`src/ptfs_map.vh`:
```
// Register map and field constants for the test packet / FIFO status bank
// Function
// - Transmit phase FIFO empty/full latches bit 2
// - Receive phase FIFO full latches bit 1
// - Receive phase FIFO empty latches bit 0
// - Interrupt only for enabled latched events
// - CRC error latched only while checker enabled
// - Rate FIFO overflow latches until read
// - Rate FIFO underflow latches until read
// - Depth field, default follows coding mode
// - Bit 15 makes counter reads clear
// - Bit 6 clears counters, then self-clears
// - Bit 2 selects SFD or 8-byte start
// - Bit 1 enables the packet generator
// - Bit 0 enables the packet checker
// - Pattern codes 0010 to 0111 shape payload; 000x give none
// - Codes 1000 to 1011; 11xx reserved
// - Two registers seed four payload bytes
// - Low word read snapshots upper counter words
// - Packet count 0 stops, FFFF continuous
`ifndef PTFS_MAP_VH
`define PTFS_MAP_VH
`define PTFS_OFS_PHASE 16'hf008
`define PTFS_OFS_IRQ_EN 16'hf00a
`define PTFS_OFS_IRQ_FLG 16'hf00b
`define PTFS_OFS_DEPTH 16'hf00c
`define PTFS_OFS_CTRL_A 16'hf010
`define PTFS_OFS_CTRL_B 16'hf011
`define PTFS_OFS_SEED_LO 16'hf012
`define PTFS_OFS_SEED_HI 16'hf013
`define PTFS_OFS_BURST 16'hf017
`define PTFS_OFS_CNT_BASE 16'hf01b
`define PTFS_CNT_STRIDE 16'h0003
`define PTFS_CNT_MID 16'h0001
`define PTFS_CNT_HI 16'h0002
`define PTFS_B_READ_CLR 15
`define PTFS_B_CNT_RST 6
`define PTFS_B_USE_SFD 2
`define PTFS_B_GEN_EN 1
`define PTFS_B_CHK_EN 0
`define PTFS_B_CRC_OFF 3
`define PTFS_F_PAT_HI 7
`define PTFS_F_PAT_LO 4
`define PTFS_F_DEP_HI 15
`define PTFS_F_DEP_LO 14
`define PTFS_MODE_10GR 3'h1
`define PTFS_MODE_XAUI 3'h2
`define PTFS_MODE_RXAUI 3'h3
`define PTFS_MODE_40GR4 3'h4
`define PTFS_DEP_10G 2'h1
`define PTFS_DEP_40G 2'h3
`define PTFS_DEP_OTHER 2'h0
`define PTFS_PAT_NONE 4'h0
`define PTFS_PAT_RSVD_TOP 2'h3
`define PTFS_BURST_STOP 16'h0000
`define PTFS_BURST_CONT 16'hffff
`define PTFS_RST16 16'h0000
`endif

```
`src/ptfs_regs.v`:
```
// Status, interrupt-enable and test packet control register bank
//
// Chosen here: strobed register access.
`timescale 1ns/1ps
`include "ptfs_map.vh"
module ptfs_regs #(
   parameter N_CNT = 5,
   parameter CNT_W = 48
)
(
   input wire i_clk_sys,
   input wire i_rst,
   input wire i_sw_rst,
   input wire [2:0] i_coding_mode,
   input wire [15:0] i_addr,
   input wire [15:0] i_wdata,
   input wire i_wr,
   input wire i_rd,
   output reg [15:0] o_rdata,
   input wire i_phx_empty,
   input wire i_phx_full,
   input wire i_phr_full,
   input wire i_phr_empty,
   input wire i_crc_err,
   input wire i_rfifo_ovf,
   input wire i_rfifo_udf,
   input wire [N_CNT*CNT_W-1:0] i_cnt_vals,
   output reg o_irq,
   output reg [1:0] o_rfifo_depth,
   output reg o_read_clr_en,
   output reg o_cnt_clear,
   output reg [N_CNT-1:0] o_cnt_rd_clr,
   output reg o_chk_skip8,
   output reg o_gen_en,
   output reg o_chk_en,
   output reg o_gen_run,
   output reg o_gen_continuous,
   output reg [15:0] o_gen_count,
   output reg [3:0] o_pattern,
   output reg o_crc_append,
   output reg [31:0] o_seed
);

   reg [2:0] phase_q;
   reg [2:0] phase_d;
   reg [2:0] irq_en_q;
   reg [2:0] irq_flg_q;
   reg [2:0] irq_flg_d;
   reg [1:0] depth_q;
   reg depth_loaded_q;
   reg [1:0] mode_depth;
   reg read_clr_q;
   reg cnt_rst_q;
   reg use_sfd_q;
   reg gen_en_q;
   reg chk_en_q;
   reg [3:0] pat_q;
   reg crc_off_q;
   reg [15:0] seed_lo_q;
   reg [15:0] seed_hi_q;
   reg [15:0] burst_q;
   reg [15:0] rdata_d;
   reg [3:0] pat_eff;
   wire [CNT_W-17:0] snap_w [0:N_CNT-1];
   wire [N_CNT-1:0] lo_rd;
   wire [N_CNT-1:0] mid_hit;
   wire [N_CNT-1:0] hi_hit;
   wire [N_CNT-1:0] lo_hit;
   wire rd_phase;
   wire rd_flg;
   wire wr_depth;
   wire wr_irq_en;
   wire wr_ctrl_a;
   wire wr_ctrl_b;
   wire wr_seed_lo;
   wire wr_seed_hi;
   wire wr_burst;
   reg irq_d;

   assign rd_phase = i_rd && (i_addr == `PTFS_OFS_PHASE);
   assign rd_flg = i_rd && (i_addr == `PTFS_OFS_IRQ_FLG);

   // One decode per register keeps the write paths easy to audit
   assign wr_depth = i_wr && (i_addr == `PTFS_OFS_DEPTH);
   assign wr_irq_en = i_wr && (i_addr == `PTFS_OFS_IRQ_EN);
   assign wr_ctrl_a = i_wr && (i_addr == `PTFS_OFS_CTRL_A);
   assign wr_ctrl_b = i_wr && (i_addr == `PTFS_OFS_CTRL_B);
   assign wr_seed_lo = i_wr && (i_addr == `PTFS_OFS_SEED_LO);
   assign wr_seed_hi = i_wr && (i_addr == `PTFS_OFS_SEED_HI);
   assign wr_burst = i_wr && (i_addr == `PTFS_OFS_BURST);

   // Default depth depends on the coding mode seen at reset release
   always @*
   begin
      case (i_coding_mode)
         `PTFS_MODE_10GR,
         `PTFS_MODE_XAUI,
         `PTFS_MODE_RXAUI: mode_depth = `PTFS_DEP_10G;
         `PTFS_MODE_40GR4: mode_depth = `PTFS_DEP_40G;
         default: mode_depth = `PTFS_DEP_OTHER;
      endcase
   end

   // Latched-high flags: a new event in the read cycle survives the clear
   always @*
   begin
      phase_d = rd_phase ? 3'h0 : phase_q;
      phase_d[2] = phase_d[2] | i_phx_empty | i_phx_full;
      phase_d[1] = phase_d[1] | i_phr_full;
      phase_d[0] = phase_d[0] | i_phr_empty;
      irq_flg_d = rd_flg ? 3'h0 : irq_flg_q;
      irq_flg_d[2] = irq_flg_d[2] | (i_crc_err & chk_en_q);
      irq_flg_d[1] = irq_flg_d[1] | i_rfifo_ovf;
      irq_flg_d[0] = irq_flg_d[0] | i_rfifo_udf;
   end

   always @(posedge i_clk_sys or posedge i_rst)
   begin
      if (i_rst)
      begin
         phase_q <= 3'h0;
         irq_flg_q <= 3'h0;
      end
      else if (i_sw_rst)
      begin
         phase_q <= 3'h0;
         irq_flg_q <= 3'h0;
      end
      else
      begin
         phase_q <= phase_d;
         irq_flg_q <= irq_flg_d;
      end
   end

   // Control registers; soft reset keeps the "Retain" fields
   always @(posedge i_clk_sys or posedge i_rst)
   begin
      if (i_rst)
      begin
         irq_en_q <= 3'h0;
         depth_q <= `PTFS_DEP_OTHER;
         depth_loaded_q <= 1'b0;
         read_clr_q <= 1'b0;
         cnt_rst_q <= 1'b0;
         use_sfd_q <= 1'b0;
         gen_en_q <= 1'b0;
         chk_en_q <= 1'b0;
         pat_q <= `PTFS_PAT_NONE;
         crc_off_q <= 1'b0;
         seed_lo_q <= `PTFS_RST16;
         seed_hi_q <= `PTFS_RST16;
         burst_q <= `PTFS_RST16;
      end
      else if (i_sw_rst)
      begin
         depth_q <= mode_depth;
         depth_loaded_q <= 1'b1;
         cnt_rst_q <= 1'b0;
         use_sfd_q <= 1'b0;
         gen_en_q <= 1'b0;
         chk_en_q <= 1'b0;
      end
      else
      begin
         // Mode default is taken once; a later mode change needs soft reset
         if (!depth_loaded_q)
         begin
            depth_q <= mode_depth;
            depth_loaded_q <= 1'b1;
         end
         else if (wr_depth)
         begin
            depth_q <= i_wdata[`PTFS_F_DEP_HI:`PTFS_F_DEP_LO];
         end
         if (wr_irq_en)
         begin
            irq_en_q <= i_wdata[2:0];
         end
         // Counter reset holds one cycle only
         if (wr_ctrl_a)
         begin
            read_clr_q <= i_wdata[`PTFS_B_READ_CLR];
            cnt_rst_q <= i_wdata[`PTFS_B_CNT_RST];
            use_sfd_q <= i_wdata[`PTFS_B_USE_SFD];
            gen_en_q <= i_wdata[`PTFS_B_GEN_EN];
            chk_en_q <= i_wdata[`PTFS_B_CHK_EN];
         end
         else
         begin
            cnt_rst_q <= 1'b0;
         end
         if (wr_ctrl_b)
         begin
            pat_q <= i_wdata[`PTFS_F_PAT_HI:`PTFS_F_PAT_LO];
            crc_off_q <= i_wdata[`PTFS_B_CRC_OFF];
         end
         if (wr_seed_lo)
         begin
            seed_lo_q <= i_wdata;
         end
         if (wr_seed_hi)
         begin
            seed_hi_q <= i_wdata;
         end
         if (wr_burst)
         begin
            burst_q <= i_wdata;
         end
      end
   end

   // Reserved 11xx codes fall back to no mask rather than undefined data
   always @*
   begin
      if (pat_q[3:2] == `PTFS_PAT_RSVD_TOP)
      begin
         pat_eff = `PTFS_PAT_NONE;
      end
      else if (pat_q[3:1] == 3'h0)
      begin
         pat_eff = `PTFS_PAT_NONE;
      end
      else
      begin
         pat_eff = pat_q;
      end
   end

   // Interrupt is a plain OR of enabled sticky flags; no edge detect
   always @*
   begin
      irq_d = |(irq_flg_q & irq_en_q);
   end

   // Upper words snapshot on low-word read so a 48-bit read is atomic
   genvar gi;
   generate
      for (gi = 0; gi < N_CNT; gi = gi + 1)
      begin : g_cnt
         reg [CNT_W-17:0] snap_q;
         wire [15:0] base;
         wire [31:0] base_full;
         // Genvar arithmetic is 32 bits wide; keep the low address bits
         assign base_full = `PTFS_OFS_CNT_BASE + gi * `PTFS_CNT_STRIDE;
         assign base = base_full[15:0];
         assign lo_hit[gi] = (i_addr == base);
         assign mid_hit[gi] = (i_addr == base + `PTFS_CNT_MID);
         assign hi_hit[gi] = (i_addr == base + `PTFS_CNT_HI);
         assign lo_rd[gi] = i_rd && lo_hit[gi];
         assign snap_w[gi] = snap_q;
         always @(posedge i_clk_sys or posedge i_rst)
         begin
            if (i_rst)
            begin
               snap_q <= {(CNT_W-16){1'b0}};
            end
            // Soft reset empties snapshots; the counters themselves are not cleared
            else if (i_sw_rst)
            begin
               snap_q <= {(CNT_W-16){1'b0}};
            end
            else if (lo_rd[gi])
            begin
               snap_q <= i_cnt_vals[gi*CNT_W+16 +: CNT_W-16];
            end
         end
      end
   endgenerate

   // Read mux; unmapped and reserved bits return zero
   integer k;
   always @*
   begin
      rdata_d = 16'h0000;
      if (i_addr == `PTFS_OFS_PHASE)
      begin
         rdata_d = {13'h0000, phase_q};
      end
      else if (i_addr == `PTFS_OFS_IRQ_EN)
      begin
         rdata_d = {13'h0000, irq_en_q};
      end
      else if (i_addr == `PTFS_OFS_IRQ_FLG)
      begin
         rdata_d = {13'h0000, irq_flg_q};
      end
      else if (i_addr == `PTFS_OFS_DEPTH)
      begin
         rdata_d = {depth_q, 14'h0000};
      end
      else if (i_addr == `PTFS_OFS_CTRL_A)
      begin
         rdata_d[`PTFS_B_READ_CLR] = read_clr_q;
         rdata_d[`PTFS_B_CNT_RST] = cnt_rst_q;
         rdata_d[`PTFS_B_USE_SFD] = use_sfd_q;
         rdata_d[`PTFS_B_GEN_EN] = gen_en_q;
         rdata_d[`PTFS_B_CHK_EN] = chk_en_q;
      end
      else if (i_addr == `PTFS_OFS_CTRL_B)
      begin
         rdata_d = {8'h00, pat_q, crc_off_q, 3'h0};
      end
      else if (i_addr == `PTFS_OFS_SEED_LO)
      begin
         rdata_d = seed_lo_q;
      end
      else if (i_addr == `PTFS_OFS_SEED_HI)
      begin
         rdata_d = seed_hi_q;
      end
      else if (i_addr == `PTFS_OFS_BURST)
      begin
         rdata_d = burst_q;
      end
      else
      begin
         // Mid and high words come from the snapshot, never live
         for (k = 0; k < N_CNT; k = k + 1)
         begin
            if (lo_hit[k])
            begin
               rdata_d = i_cnt_vals[k*CNT_W +: 16];
            end
            if (mid_hit[k])
            begin
               rdata_d = snap_w[k][15:0];
            end
            if (hi_hit[k])
            begin
               rdata_d = snap_w[k][31:16];
            end
         end
      end
   end

   always @(posedge i_clk_sys or posedge i_rst)
   begin
      if (i_rst)
      begin
         o_rdata <= 16'h0000;
         o_irq <= 1'b0;
         o_rfifo_depth <= `PTFS_DEP_OTHER;
         o_read_clr_en <= 1'b0;
         o_cnt_clear <= 1'b0;
         o_cnt_rd_clr <= {N_CNT{1'b0}};
         o_chk_skip8 <= 1'b0;
         o_gen_en <= 1'b0;
         o_chk_en <= 1'b0;
         o_gen_run <= 1'b0;
         o_gen_continuous <= 1'b0;
         o_gen_count <= `PTFS_RST16;
         o_pattern <= `PTFS_PAT_NONE;
         o_crc_append <= 1'b1;
         o_seed <= 32'h00000000;
      end
      else
      begin
         o_rdata <= i_rd ? rdata_d : 16'h0000;
         o_irq <= irq_d;
         o_rfifo_depth <= depth_q;
         o_read_clr_en <= read_clr_q;
         o_cnt_clear <= cnt_rst_q;
         // Whole counter clears after its low word was read and snapshotted
         o_cnt_rd_clr <= read_clr_q ? lo_rd : {N_CNT{1'b0}};
         o_chk_skip8 <= use_sfd_q;
         o_gen_en <= gen_en_q;
         o_chk_en <= chk_en_q;
         o_gen_run <= gen_en_q && (burst_q != `PTFS_BURST_STOP);
         o_gen_continuous <= (burst_q == `PTFS_BURST_CONT);
         o_gen_count <= burst_q;
         o_pattern <= pat_eff;
         o_crc_append <= ~crc_off_q;
         o_seed <= {seed_hi_q, seed_lo_q};
      end
   end

endmodule // ptfs_regs

```
`config.mk`:
```
export PLATFORM = sky130hd
export DESIGN_NAME = ptfs_regs
export DESIGN_NICKNAME = d
export VERILOG_FILES = /design/src/ptfs_regs.v
export VERILOG_INCLUDE_DIRS = /design/src
export SDC_FILE = /design/constraint.sdc
export NUM_CORES = 1
export LEC_CHECK = 0
export BUFFER_PORTS_ARGS = -buffer_cell sky130_fd_sc_hd__buf_2
export CAP_MARGIN = 0
export CORE_ASPECT_RATIO = 0.7
export CORE_MARGIN = 3
export CORE_UTILIZATION = 48
export CTS_CLUSTER_SIZE = 16
export DETAILED_ROUTE_END_ITERATION = 8
export PLACE_DENSITY = 0.83
export SLEW_MARGIN = 20
export SYNTH_ARGS = -nofsm -noshare
export SYNTH_HDL_FRONTEND = slang
export SYNTH_SLANG_ARGS = --single-unit
```
`constraint.sdc`:
```
create_clock -name i_clk_sys -period 9 [get_ports i_clk_sys]
set_input_delay 0.9 -clock i_clk_sys [delete_from_list [all_inputs] [get_ports i_clk_sys]]
set_output_delay 0.9 -clock i_clk_sys [all_outputs]
set_load 0.01 [all_outputs]
```
Yosys cells after proc, flatten, opt, wreduce, memory -nomap -nowiden
Index checks and enable logic that the tools add are counted.
{"block": "word_totals", "out_inout_bits": 84, "ff_bits": 314, "word_cells": 166, "input_bits": 287}
{"block": "classes", "n_reduce_logical": 31, "bitwise_logic": 11, "mux": 58, "eq_ne": 31}
{"cell": "== test 16 bit, second input constant", "count": 25}
{"cell": "2-to-1 mux 16 bit", "count": 24}
{"cell": "2-to-1 mux 32 bit", "count": 10}
{"cell": "2-to-1 mux 3 bit", "count": 6}
{"cell": "nonzero test 16 bit", "count": 1}
{"cell": "logical AND 1 bit", "count": 15}
{"cell": "AND reduction 2 bit", "count": 6}
{"cell": "nonzero test 2 bit", "count": 6}
{"cell": "2-to-1 mux 1 bit", "count": 10}
{"cell": "2-to-1 mux 4 bit", "count": 2}
{"cell": "2-to-1 mux 8 bit", "count": 1}
{"cell": "OR 1 bit", "count": 7}
{"cell": "== test 3 x 2 -> 1 bit, second input constant", "count": 2}
{"cell": "2-to-1 mux 2 bit", "count": 3}
{"cell": "OR reduction 3 bit", "count": 2}
{"cell": "2-to-1 mux 5 bit", "count": 1}
{"cell": "one-hot mux 2 bit (2 select lines)", "count": 1}
{"cell": "AND 3 bit", "count": 1}
{"cell": "== test 3 x 1 -> 1 bit, second input constant", "count": 1}
{"cell": "== test 3 bit, second input constant", "count": 1}
{"cell": "logical NOT 3 bit", "count": 1}
{"cell": "inequality test 3 x 2 -> 1 bit, second input constant", "count": 1}
{"cell": "== test 2 bit, second input constant", "count": 1}
{"cell": "inverter 1 bit", "count": 2}
{"cell": "AND 1 bit", "count": 1}

Logic depth before layout (Yosys ltp)
Gate-level depths: netlist of the first run.
{"block": "depth", "word_depth": 26, "depth_mapped": 10, "ltp_nobuf": 8}

Least setup slack after synthesis of the first run
No wires, ideal clock.
{"block": "synth_timing", "path_type": "in2reg", "startpoint": "in i_addr[9]", "endpoint": "reg o_rdata[2]", "n_path_buf": 1, "path_stages": 8, "t_arrival_ns": 2.686, "setup_slack_ns": 6.183, "t_required_ns": 8.869, "setup_time_ns": 0.131, "cell_sequence": "nor4_4 -> nand3_2 -> or4_1 -> clkbuf_1 -> o21ai_0 -> o21ai_0 -> a31oi_1 -> o22ai_1"}
{"block": "synth_between", "elab_chain_cells": 26, "elab_cells_between_ends": 49, "cone_classes": "eq/ne (24); mux (25)"}
{"element": "from (decl)", "line_no": "ptfs_regs.v:15", "source": "input wire [15:0] i_addr,"}
{"element": "== test 16 bit", "line_no": "ptfs_regs.v:247", "source": "assign lo_hit[gi] = (i_addr == base);"}
{"element": "2-to-1 mux 16 bit", "line_no": "ptfs_regs.v:321", "source": "if (lo_hit[k])"}
{"element": "2-to-1 mux 16 bit", "line_no": "ptfs_regs.v:325", "source": "if (mid_hit[k])"}
{"element": "2-to-1 mux 16 bit", "line_no": "ptfs_regs.v:329", "source": "if (hi_hit[k])"}
{"element": "2-to-1 mux 16 bit", "line_no": "ptfs_regs.v:321"}
{"element": "2-to-1 mux 16 bit", "line_no": "ptfs_regs.v:325"}
{"element": "2-to-1 mux 16 bit", "line_no": "ptfs_regs.v:329"}
{"element": "2-to-1 mux 16 bit", "line_no": "ptfs_regs.v:321"}
{"element": "(+10 left out)"}
{"element": "2-to-1 mux 16 bit", "line_no": "ptfs_regs.v:304", "source": "else if (i_addr == `PTFS_OFS_SEED_LO)"}
{"element": "2-to-1 mux 16 bit", "line_no": "ptfs_regs.v:300", "source": "else if (i_addr == `PTFS_OFS_CTRL_B)"}
{"element": "2-to-1 mux 3 bit", "line_no": "ptfs_regs.v:292", "source": "else if (i_addr == `PTFS_OFS_CTRL_A)"}
{"element": "2-to-1 mux 16 bit", "line_no": "ptfs_regs.v:288", "source": "else if (i_addr == `PTFS_OFS_DEPTH)"}
{"element": "2-to-1 mux 16 bit", "line_no": "ptfs_regs.v:284", "source": "else if (i_addr == `PTFS_OFS_IRQ_FLG)"}
{"element": "2-to-1 mux 16 bit", "line_no": "ptfs_regs.v:280", "source": "else if (i_addr == `PTFS_OFS_IRQ_EN)"}
{"element": "2-to-1 mux 16 bit (*)", "line_no": "ptfs_regs.v:276", "source": "if (i_addr == `PTFS_OFS_PHASE)"}
{"element": "2-to-1 mux 16 bit (*)", "line_no": "ptfs_regs.v:359", "source": "o_rdata <= i_rd ? rdata_d : 16'h0000;"}
{"element": "to (signal assigned)", "line_no": "ptfs_regs.v:359"}
{"element": "to (decl)", "line_no": "ptfs_regs.v:19", "source": "output reg [15:0] o_rdata,"}
Every way passes the cells marked *; elsewhere a longest branch is shown, timed or not.
A chain may end at the register's enable or synchronous reset.

Final worst setup path of the first run
{"block": "layout_timing", "startpoint": "in i_addr[1]", "endpoint": "reg o_rdata[11]"}
{"block": "layout_between", "elab_chain_cells": 26, "elab_cells_between_ends": 49, "cone_classes": "eq/ne (24); mux (25)"}
{"element": "== test 16 bit", "line_no": "ptfs_regs.v:247"}
{"element": "2-to-1 mux 16 bit", "line_no": "ptfs_regs.v:321"}
{"element": "2-to-1 mux 16 bit", "line_no": "ptfs_regs.v:325"}
{"element": "2-to-1 mux 16 bit", "line_no": "ptfs_regs.v:329"}
{"element": "2-to-1 mux 16 bit", "line_no": "ptfs_regs.v:321"}
{"element": "2-to-1 mux 16 bit", "line_no": "ptfs_regs.v:325"}
{"element": "2-to-1 mux 16 bit", "line_no": "ptfs_regs.v:329"}
{"element": "2-to-1 mux 16 bit", "line_no": "ptfs_regs.v:321"}
{"element": "(+10 left out)"}
{"element": "2-to-1 mux 16 bit", "line_no": "ptfs_regs.v:304"}
{"element": "2-to-1 mux 16 bit", "line_no": "ptfs_regs.v:300"}
{"element": "2-to-1 mux 8 bit", "line_no": "ptfs_regs.v:292"}
{"element": "2-to-1 mux 16 bit", "line_no": "ptfs_regs.v:288"}
{"element": "2-to-1 mux 16 bit", "line_no": "ptfs_regs.v:284"}
{"element": "2-to-1 mux 16 bit", "line_no": "ptfs_regs.v:280"}
{"element": "2-to-1 mux 16 bit (*)", "line_no": "ptfs_regs.v:276"}
{"element": "2-to-1 mux 16 bit (*)", "line_no": "ptfs_regs.v:359"}
Marked as above.

==> flow_metrics.tcl, run 1 <==
set metrics [dict create \
    status "complete, no violations" \
    start_kind "primary input" \
    die_y_um 147 \
    clkLatencyLatePin_ns 0.58 \
    drtPass1Iterations 5 \
    use_met2 0.488 \
    vias_per_cell 6.54 \
    yosysTopAreaCellShare 0.574 \
    ys_ff_latch 314 \
    grt_overflow 0 \
    max_freq_mhz 261 \
    use_met3 0.120 \
    start_util 0.499 \
    synthTopCellsByArea "dfrtp_1 57%, a22o_1 11%, mux2_2 5.0%" \
    synth_edf_count 0 \
    power.density_mw_per_mm2 175 \
    irDropWorstVdd_mv 0.179 \
    yosysTopAreaCell "dfrtp_1" \
    drtAntennaViolNets 0 \
    worstPathRequired_ns 9.47 \
    yosys_warnings 0 \
    finalMaxSlewViolations 0 \
    clock-root-buffer "clkbuf_16" \
    post-route-min-period_ns 3.83 \
    setup_violations 0 \
    cts-buffers-inserted 30 \
    grt_max_degree 183 \
    gp_congestion 1.06 \
    cts_sinks 314 \
    yosysMostFrequentCell "dfrtp_1" \
    syn_nets 1441 \
    p_leak_nw 8.45 \
    path_class "in -> reg" \
    ioPinCount 371 \
    fin_worst_skew_ns 0.0101 \
    grt-busiest-layer "met2" \
    slew_headroom 0.211 \
    dpl_cell_area_mm2 0.0158 \
    fin_area_mm2 0.0169 \
    die_w_um 207 \
    cts-resized-gates 0 \
    syn_area_mm2 0.0136 \
    grt.total_usage 0.340 \
    hold_buffers 0 \
    synth_cell_type_count 71 \
    syn_avg_cell_area_um2 11.8 \
    h-tree-depth 1 \
    dpl.hpwl_mm 40.1 \
    path_clk_slew_ns 0.07 \
    first_iter_violations 1817 \
    vias 12400 \
    clk_path_buf_depth 3 \
    post_cts_buffers 0 \
    async_flop_share 1.00 \
    syn_to_final_growth_pct 23.9 \
    avgRoutedWirePerCell_um 28.2 \
    design.core.area_mm2 0.0273 \
    num_rows 50 \
    rrSetupSlack_ns 6.78 \
    cp-endpoint "o_rdata[11]" \
    cts_tree "built" \
    crit_start "i_addr[1]" \
    antenna_found_initial 14 \
    gr-usage-met1 0.485 \
    nNetsFinal 1790 \
    pre_cts_ws_ns 4.81 \
    worstMarginPinSlew_ns 1.18 \
    route.detailed.drc 0 \
    worstPathMaxFanout 49 \
    ys_seq_area_frac 0.576 \
    period_share 0.426 \
    cap_violations 0 \
    grt_pass1_wl_mm 78.6 \
    drt-total-wl_mm 53.5 \
    endpoint_kind "flop" \
    die-area_mm2 0.0305 \
    finalHoldViolCount 0 \
    synthTopCellsByCount "313 x dfrtp_1, 166 x a22o_1, 81 x nor2_1" \
    synth_flop_cell "dfrtp_1" \
    timing.rr.start "g_cnt[1].snap_q[5]" \
    grt_pass1_vias 12200 \
    drive_gt1_frac 0.363 \
    min_path_cells 0 \
    fin_ws_ns 5.17 \
    min-delay-path-class "reg -> reg" \
    fin_tns_setup_ns 0 \
    reg2regPathDepth 7 \
    postSynthCellCount 1154 \
    arrival_ns 4.30 \
    io_buffer_count 370 \
    rsz0062_at_grt "no" \
    r2r_end "o_rdata[5]" \
]
[registers in the layout, summed over array words and instances, names as in the netlist, 2 cells and up]
name           count
irq_flg_q          3
o_seed            32
g_cnt.snap_q     160
o_rfifo_depth      2
burst_q           16
o_cnt_rd_clr       5
depth_q            2
phase_q            3
o_rdata           16
o_gen_count       16
o_pattern          4
seed_lo_q         16
seed_hi_q         16
pat_q              4
irq_en_q           3
[placed cells by master (no fill, tap or decap), types with 4 or more instances in the layout]
cell	synthesis	layout
a211oi_1	11	11
nand4_1	12	12
o22ai_1	22	22
bufinv_16	0	4
a222oi_1	7	7
a21oi_2	1	6
o211ai_1	5	5
a22o_1	166	166
and3_1	4	4
diode_2	0	8
nand3_1	28	28
buf_4	4	18
mux2i_1	10	10
nand2_1	60	60
o221ai_1	11	11
buf_2	22	370
nor2b_1	13	13
nand2b_1	10	10
clkbuf_8	0	8
nor4_1	12	11
a221o_1	8	8
nor2_2	5	9
a221oi_1	20	20
inv_1	10	9
o21a_1	4	4
a22oi_1	23	23
clkbuf_16	0	30
a21oi_1	52	47
dfrtp_1	313	313
or3_1	4	4
nor3_2	5	5
nor3_1	20	20
o21ai_0	41	41
nor2_1	81	76
clkinv_2	0	7
a32oi_1	6	6
mux2_2	60	60
[worst max-delay path: stages]
cell and delay (ns):
buf_2 0.07, buf_4 0.47, nor2b_1 1.00, nand3_1 0.78
nand2_1 0.44, a221oi_1 0.09, nand2_1 0.12, a21oi_1 0.10
nor4_1 0.31
[cell families (layout without fill, tap and decap cells)]
kind of cell / count (synthesis) / count (layout) / share of synthesized area
flip-flops: 314 / 314 / 0.576
other: 1 / 9 / 0.000275
buffers and inverters: 82 / 454 / 0.0273
AND/OR/NAND/NOR: 286 / 286 / 0.111
AO/OA/AOI/OAI: 397 / 397 / 0.223
XOR/XNOR: 1 / 1 / 0.000642
multiplexers: 73 / 73 / 0.0618
[power breakdown]
part           switching [W]  internal [W]
sequential        0.00000334       0.00141
clock               0.000564      0.000794
combinational       0.000117     0.0000628
[area by class of cell]
cell class                 instances  area (µm²)
inverter                          10        41.3
fill                            2232       10400
clock inverter                    16         205
tap                              364         455
multi-input combinational        758        5450
antenna                            8        20.0
timing repair buffer             389        2010
sequential                       314        7860
clock buffer                      39         865
[layer usage]
layer	wire length, µm	part of all wire
met1	21500	0.40
met3	7320	0.14
met5	125	0.0023
met2	22700	0.42
met4	1810	0.034
[through the flow]
stage	util	hold WS (ns)	total power, W	cells
6_report	0.618	0.419	0.00296	1898
5_1_grt	0.618	0.426	0.00304	1894
4_1_cts	0.617	0.411	0.00296	1890
3_5_place_dp	0.578	0.396	0.00162	1835
3_3_place_gp	0.578	0.400	0.00162	1835
2_1_floorplan	-	0.349	0.00151	1154
[how the worst min path moves through the flow]
stage | to | startpoint | slack (ns)
6_report | o_seed[5] | seed_lo_q[5] | 0.42
5_1_grt | o_seed[3] | seed_lo_q[3] | 0.43
4_1_cts | o_seed[5] | seed_lo_q[5] | 0.41
3_5_place_dp | o_seed[5] | seed_lo_q[5] | 0.40
3_3_place_gp | o_seed[5] | seed_lo_q[5] | 0.40
2_1_floorplan | o_cnt_clear | cnt_rst_q | 0.35
Note: power is estimated with default switching activity, not from simulation.
==> run 2: changes to the inputs <==
--- a/config.mk
+++ b/config.mk
@@ -6,6 +6,7 @@
 export SDC_FILE = /design/constraint.sdc
 export NUM_CORES = 1
 export LEC_CHECK = 0
+export ABC_AREA = 1
 export BUFFER_PORTS_ARGS = -buffer_cell sky130_fd_sc_hd__buf_2
 export CAP_MARGIN = 0
 export CORE_ASPECT_RATIO = 0.7
@@ -13,7 +14,7 @@
 export CORE_UTILIZATION = 48
 export CTS_CLUSTER_SIZE = 16
 export DETAILED_ROUTE_END_ITERATION = 8
-export PLACE_DENSITY = 0.83
+export PLACE_DENSITY = 0.82
 export SLEW_MARGIN = 20
 export SYNTH_ARGS = -nofsm -noshare
 export SYNTH_HDL_FRONTEND = slang
==> constraint.sdc (replaced) <==
create_clock -name i_clk_sys -period 3.3 [get_ports i_clk_sys]
set_input_delay 0.33 -clock i_clk_sys [delete_from_list [all_inputs] [get_ports i_clk_sys]]
set_output_delay 0.33 -clock i_clk_sys [all_outputs]
set_load 0.01 [all_outputs]
==> run 2 against run 1 <==
Synthesized cell count up 53%. Design area rose by 11%. Global-route usage grew 0.14 points. Non-clock buffer count grew 105. Sequential power rose to 2.8 times the previous value.
==> flow_metrics.tcl, run 2 <==
set metrics [dict create \
    drtPass1Iterations 6 \
    top_regs "g_cnt.snap_q x160, o_seed x32" \
    worstPathRequired_ns 3.75 \
    fin_ws_ns 0.357 \
    status "complete, no violations" \
    path_class "in -> reg" \
    pre_cts_ws_ns -0.290 \
    synthTopCellsByCount "331 x nand2_1, 313 x dfrtp_1, 232 x o21ai_0" \
    min_path_cells 3 \
    max_freq_mhz 340 \
    multiInputGateArea_mm2 0.00534 \
    p_leak_nw 9.67 \
    path_clk_slew_ns 0.07 \
    setup_violations 0 \
    clk_path_buf_depth 3 \
    ys_seq_area_frac 0.544 \
    cts_tree "built" \
    yosys_warnings 0 \
    yosysTopAreaCell "dfrtp_1" \
    top_register "g_cnt.snap_q" \
    grt_overflow 0 \
    finalHoldViolCount 0 \
    synth_cell_type_count 37 \
    min-delay-path-class "in -> reg" \
    io_buffer_count 370 \
    hp-start "i_cnt_vals[215]" \
    post_cts_buffers 0 \
    die_w_um 213 \
    avgRoutedWirePerCell_um 21.3 \
    cts-buffers-inserted 30 \
    grt.total_usage 0.341 \
    hold_end "g_cnt[4].snap_q[7]" \
    num_rows 52 \
    final_common_cell "buf_2" \
    start_kind "primary input" \
    rsz0062_at_grt "no" \
    synth_flop_cell "dfrtp_1" \
    die_y_um 151 \
    rrSetupSlack_ns 0.68 \
    fin_worst_skew_ns 0.00891 \
    dpl.hpwl_mm 41.5 \
    worstMarginPinSlew_ns 0.858 \
    grt_pass1_wl_mm 83.1 \
    arrival_ns 3.40 \
    synthTopCellsByArea "dfrtp_1 54%, nand2_1 8.6%, o21ai_0 8.0%" \
    power.density_mw_per_mm2 463 \
    grt_max_degree 79 \
    endpoint_kind "flop" \
    finalMaxSlewViolations 0 \
    vias_per_cell 5.65 \
    nNetsFinal 2482 \
    clock-root-buffer "clkbuf_16" \
    ys_ff_latch 314 \
    timing.rr.start "g_cnt[0].snap_q[8]" \
    grt_pass1_vias 14100 \
    worstPathMaxFanout 12 \
    cap_violations 0 \
    syn_nets 2052 \
    vias 14700 \
    drtAntennaViolNets 0 \
    clkLatencyLatePin_ns 0.57 \
    largest_reg_flops 160 \
    irDropWorstVdd_mv 0.333 \
    cts_sinks 314 \
    post-route-min-period_ns 2.94 \
    design.core.area_mm2 0.0293 \
    syn_to_final_growth_pct 29.6 \
    yosysMostFrequentCell "nand2_1" \
    yosysTopAreaCellShare 0.542 \
    period_share 0.892 \
    async_flop_share 1.00 \
    start_util 0.493 \
    fillers 2504 \
    first_iter_violations 2153 \
    slew_headroom 0.427 \
    synth_edf_count 0 \
    drive_gt1_frac 0.233 \
    route.detailed.drc 0 \
    antenna_found_initial 3 \
    r2r_end "o_rdata[8]" \
    register_area_mm2 0.00786 \
    syn_area_mm2 0.0144 \
    final_cell_mix "370 x buf_2, 331 x nand2_1, 313 x dfrtp_1, 231 x o21ai_0, 217 x nand3_1" \
    die-area_mm2 0.0323 \
    reg2regPathDepth 12 \
    syn_avg_cell_area_um2 8.19 \
    drt-total-wl_mm 55.3 \
    postSynthCellCount 1765 \
    ioPinCount 371 \
    gp_congestion 1.06 \
    holdWs_ns 0.0145 \
    h-tree-depth 1 \
]
[run 2: cell types whose count changed in the layout (fill, tap and decap cells not counted), sizes merged, moves of 22 or more]
cell and delta:
a21oi +85, a22o -166, a22oi -22, buf +40, dlygate4sd3 +65, inv +217
mux2 -60, nand2 +270, nand3 +189, o21ai +225
[run 2: routing by layer]
layer	part of all wire	vias to the layer above	track usage
li1	-	6683	-
met1	0.44	7047	0.520
met2	0.41	875	0.476
met3	0.13	76	0.106
met4	0.022	0	0.0766
met5	0	-	0
[run 2: worst max-delay path, cell delays in order]
cell and delay, ns:
buf_2 0.10, nor2_1 0.10, nand2_1 0.10, nor2_4 0.30
nand3_2 0.15, buf_4 0.20, o21ai_0 0.18, nand2_1 0.07
o21ai_1 0.22, a21oi_1 0.22, o21ai_1 0.17, a22oi_1 0.14
o21ai_2 0.33, nand4_1 0.22, nand2_1 0.13, nand3_1 0.22
nand2_1 0.14, a21oi_1 0.07
[run 2: area by class of cell]
class                   instances  area share
diodes                          4    0.000535
clock buffers                  41      0.0472
clock inverters                14      0.0138
inverters                     230      0.0466
multi-input cells            1125       0.285
flip-flops and latches        314       0.420
well taps                     378      0.0253
repair buffers                494       0.161
[run 2: worst max-delay path by stage]
stage | from | end | cells after the start
after detailed placement | i_addr[11] | o_rdata[8] | 18
after global routing | i_addr[11] | o_rdata[8] | 20
after global placement | i_addr[7] | o_rdata[8] | 18
after floorplan | i_rst | burst_q[0] | 1
after CTS | i_addr[11] | o_rdata[8] | 18
final | i_addr[11] | o_rdata[8] | 18
[run 2: power by group]
group	internal [W]	total (W)	switching, W
logic	0.000260	0.000660	0.000400
clock network	0.00242	0.00398	0.00156
registers	0.00396	0.00402	0.0000606
[run 2: metrics by stage]
| step | instances | total power [W] | setup TNS (ns) | util | area, µm² |
|---|---|---|---|---|---|
| after detailed placement | 2476 | 0.00468 | -0.290 | 0.578 | 16900 |
| after global placement | 2476 | 0.00467 | -0.217 | 0.578 | 16900 |
| after CTS | 2596 | 0.00867 | 0 | 0.639 | 18700 |
| after global routing | 2599 | 0.00891 | 0 | 0.639 | 18700 |
| final | 2600 | 0.00866 | 0 | 0.639 | 18700 |
| after floorplan | 1765 | 0.00434 | -379.46 | - | 14500 |
[run 2: kinds of logic (layout without fill, tap and decap cells)]
family | count (synthesis) | in the layout | synth area share
buf+inv | 326 | 779 | 0.0887
other cells | 1 | 5 | 0.000260
simple gates | 692 | 692 | 0.212
flops | 314 | 314 | 0.544
compound gates | 432 | 432 | 0.155
[run 2: repair_timing]
action                                  CTS  global route
gates resized for setup                   0             2
hold buffers                             65             0
hold endpoints to repair                 92             0
endpoints found under the setup margin    0             1
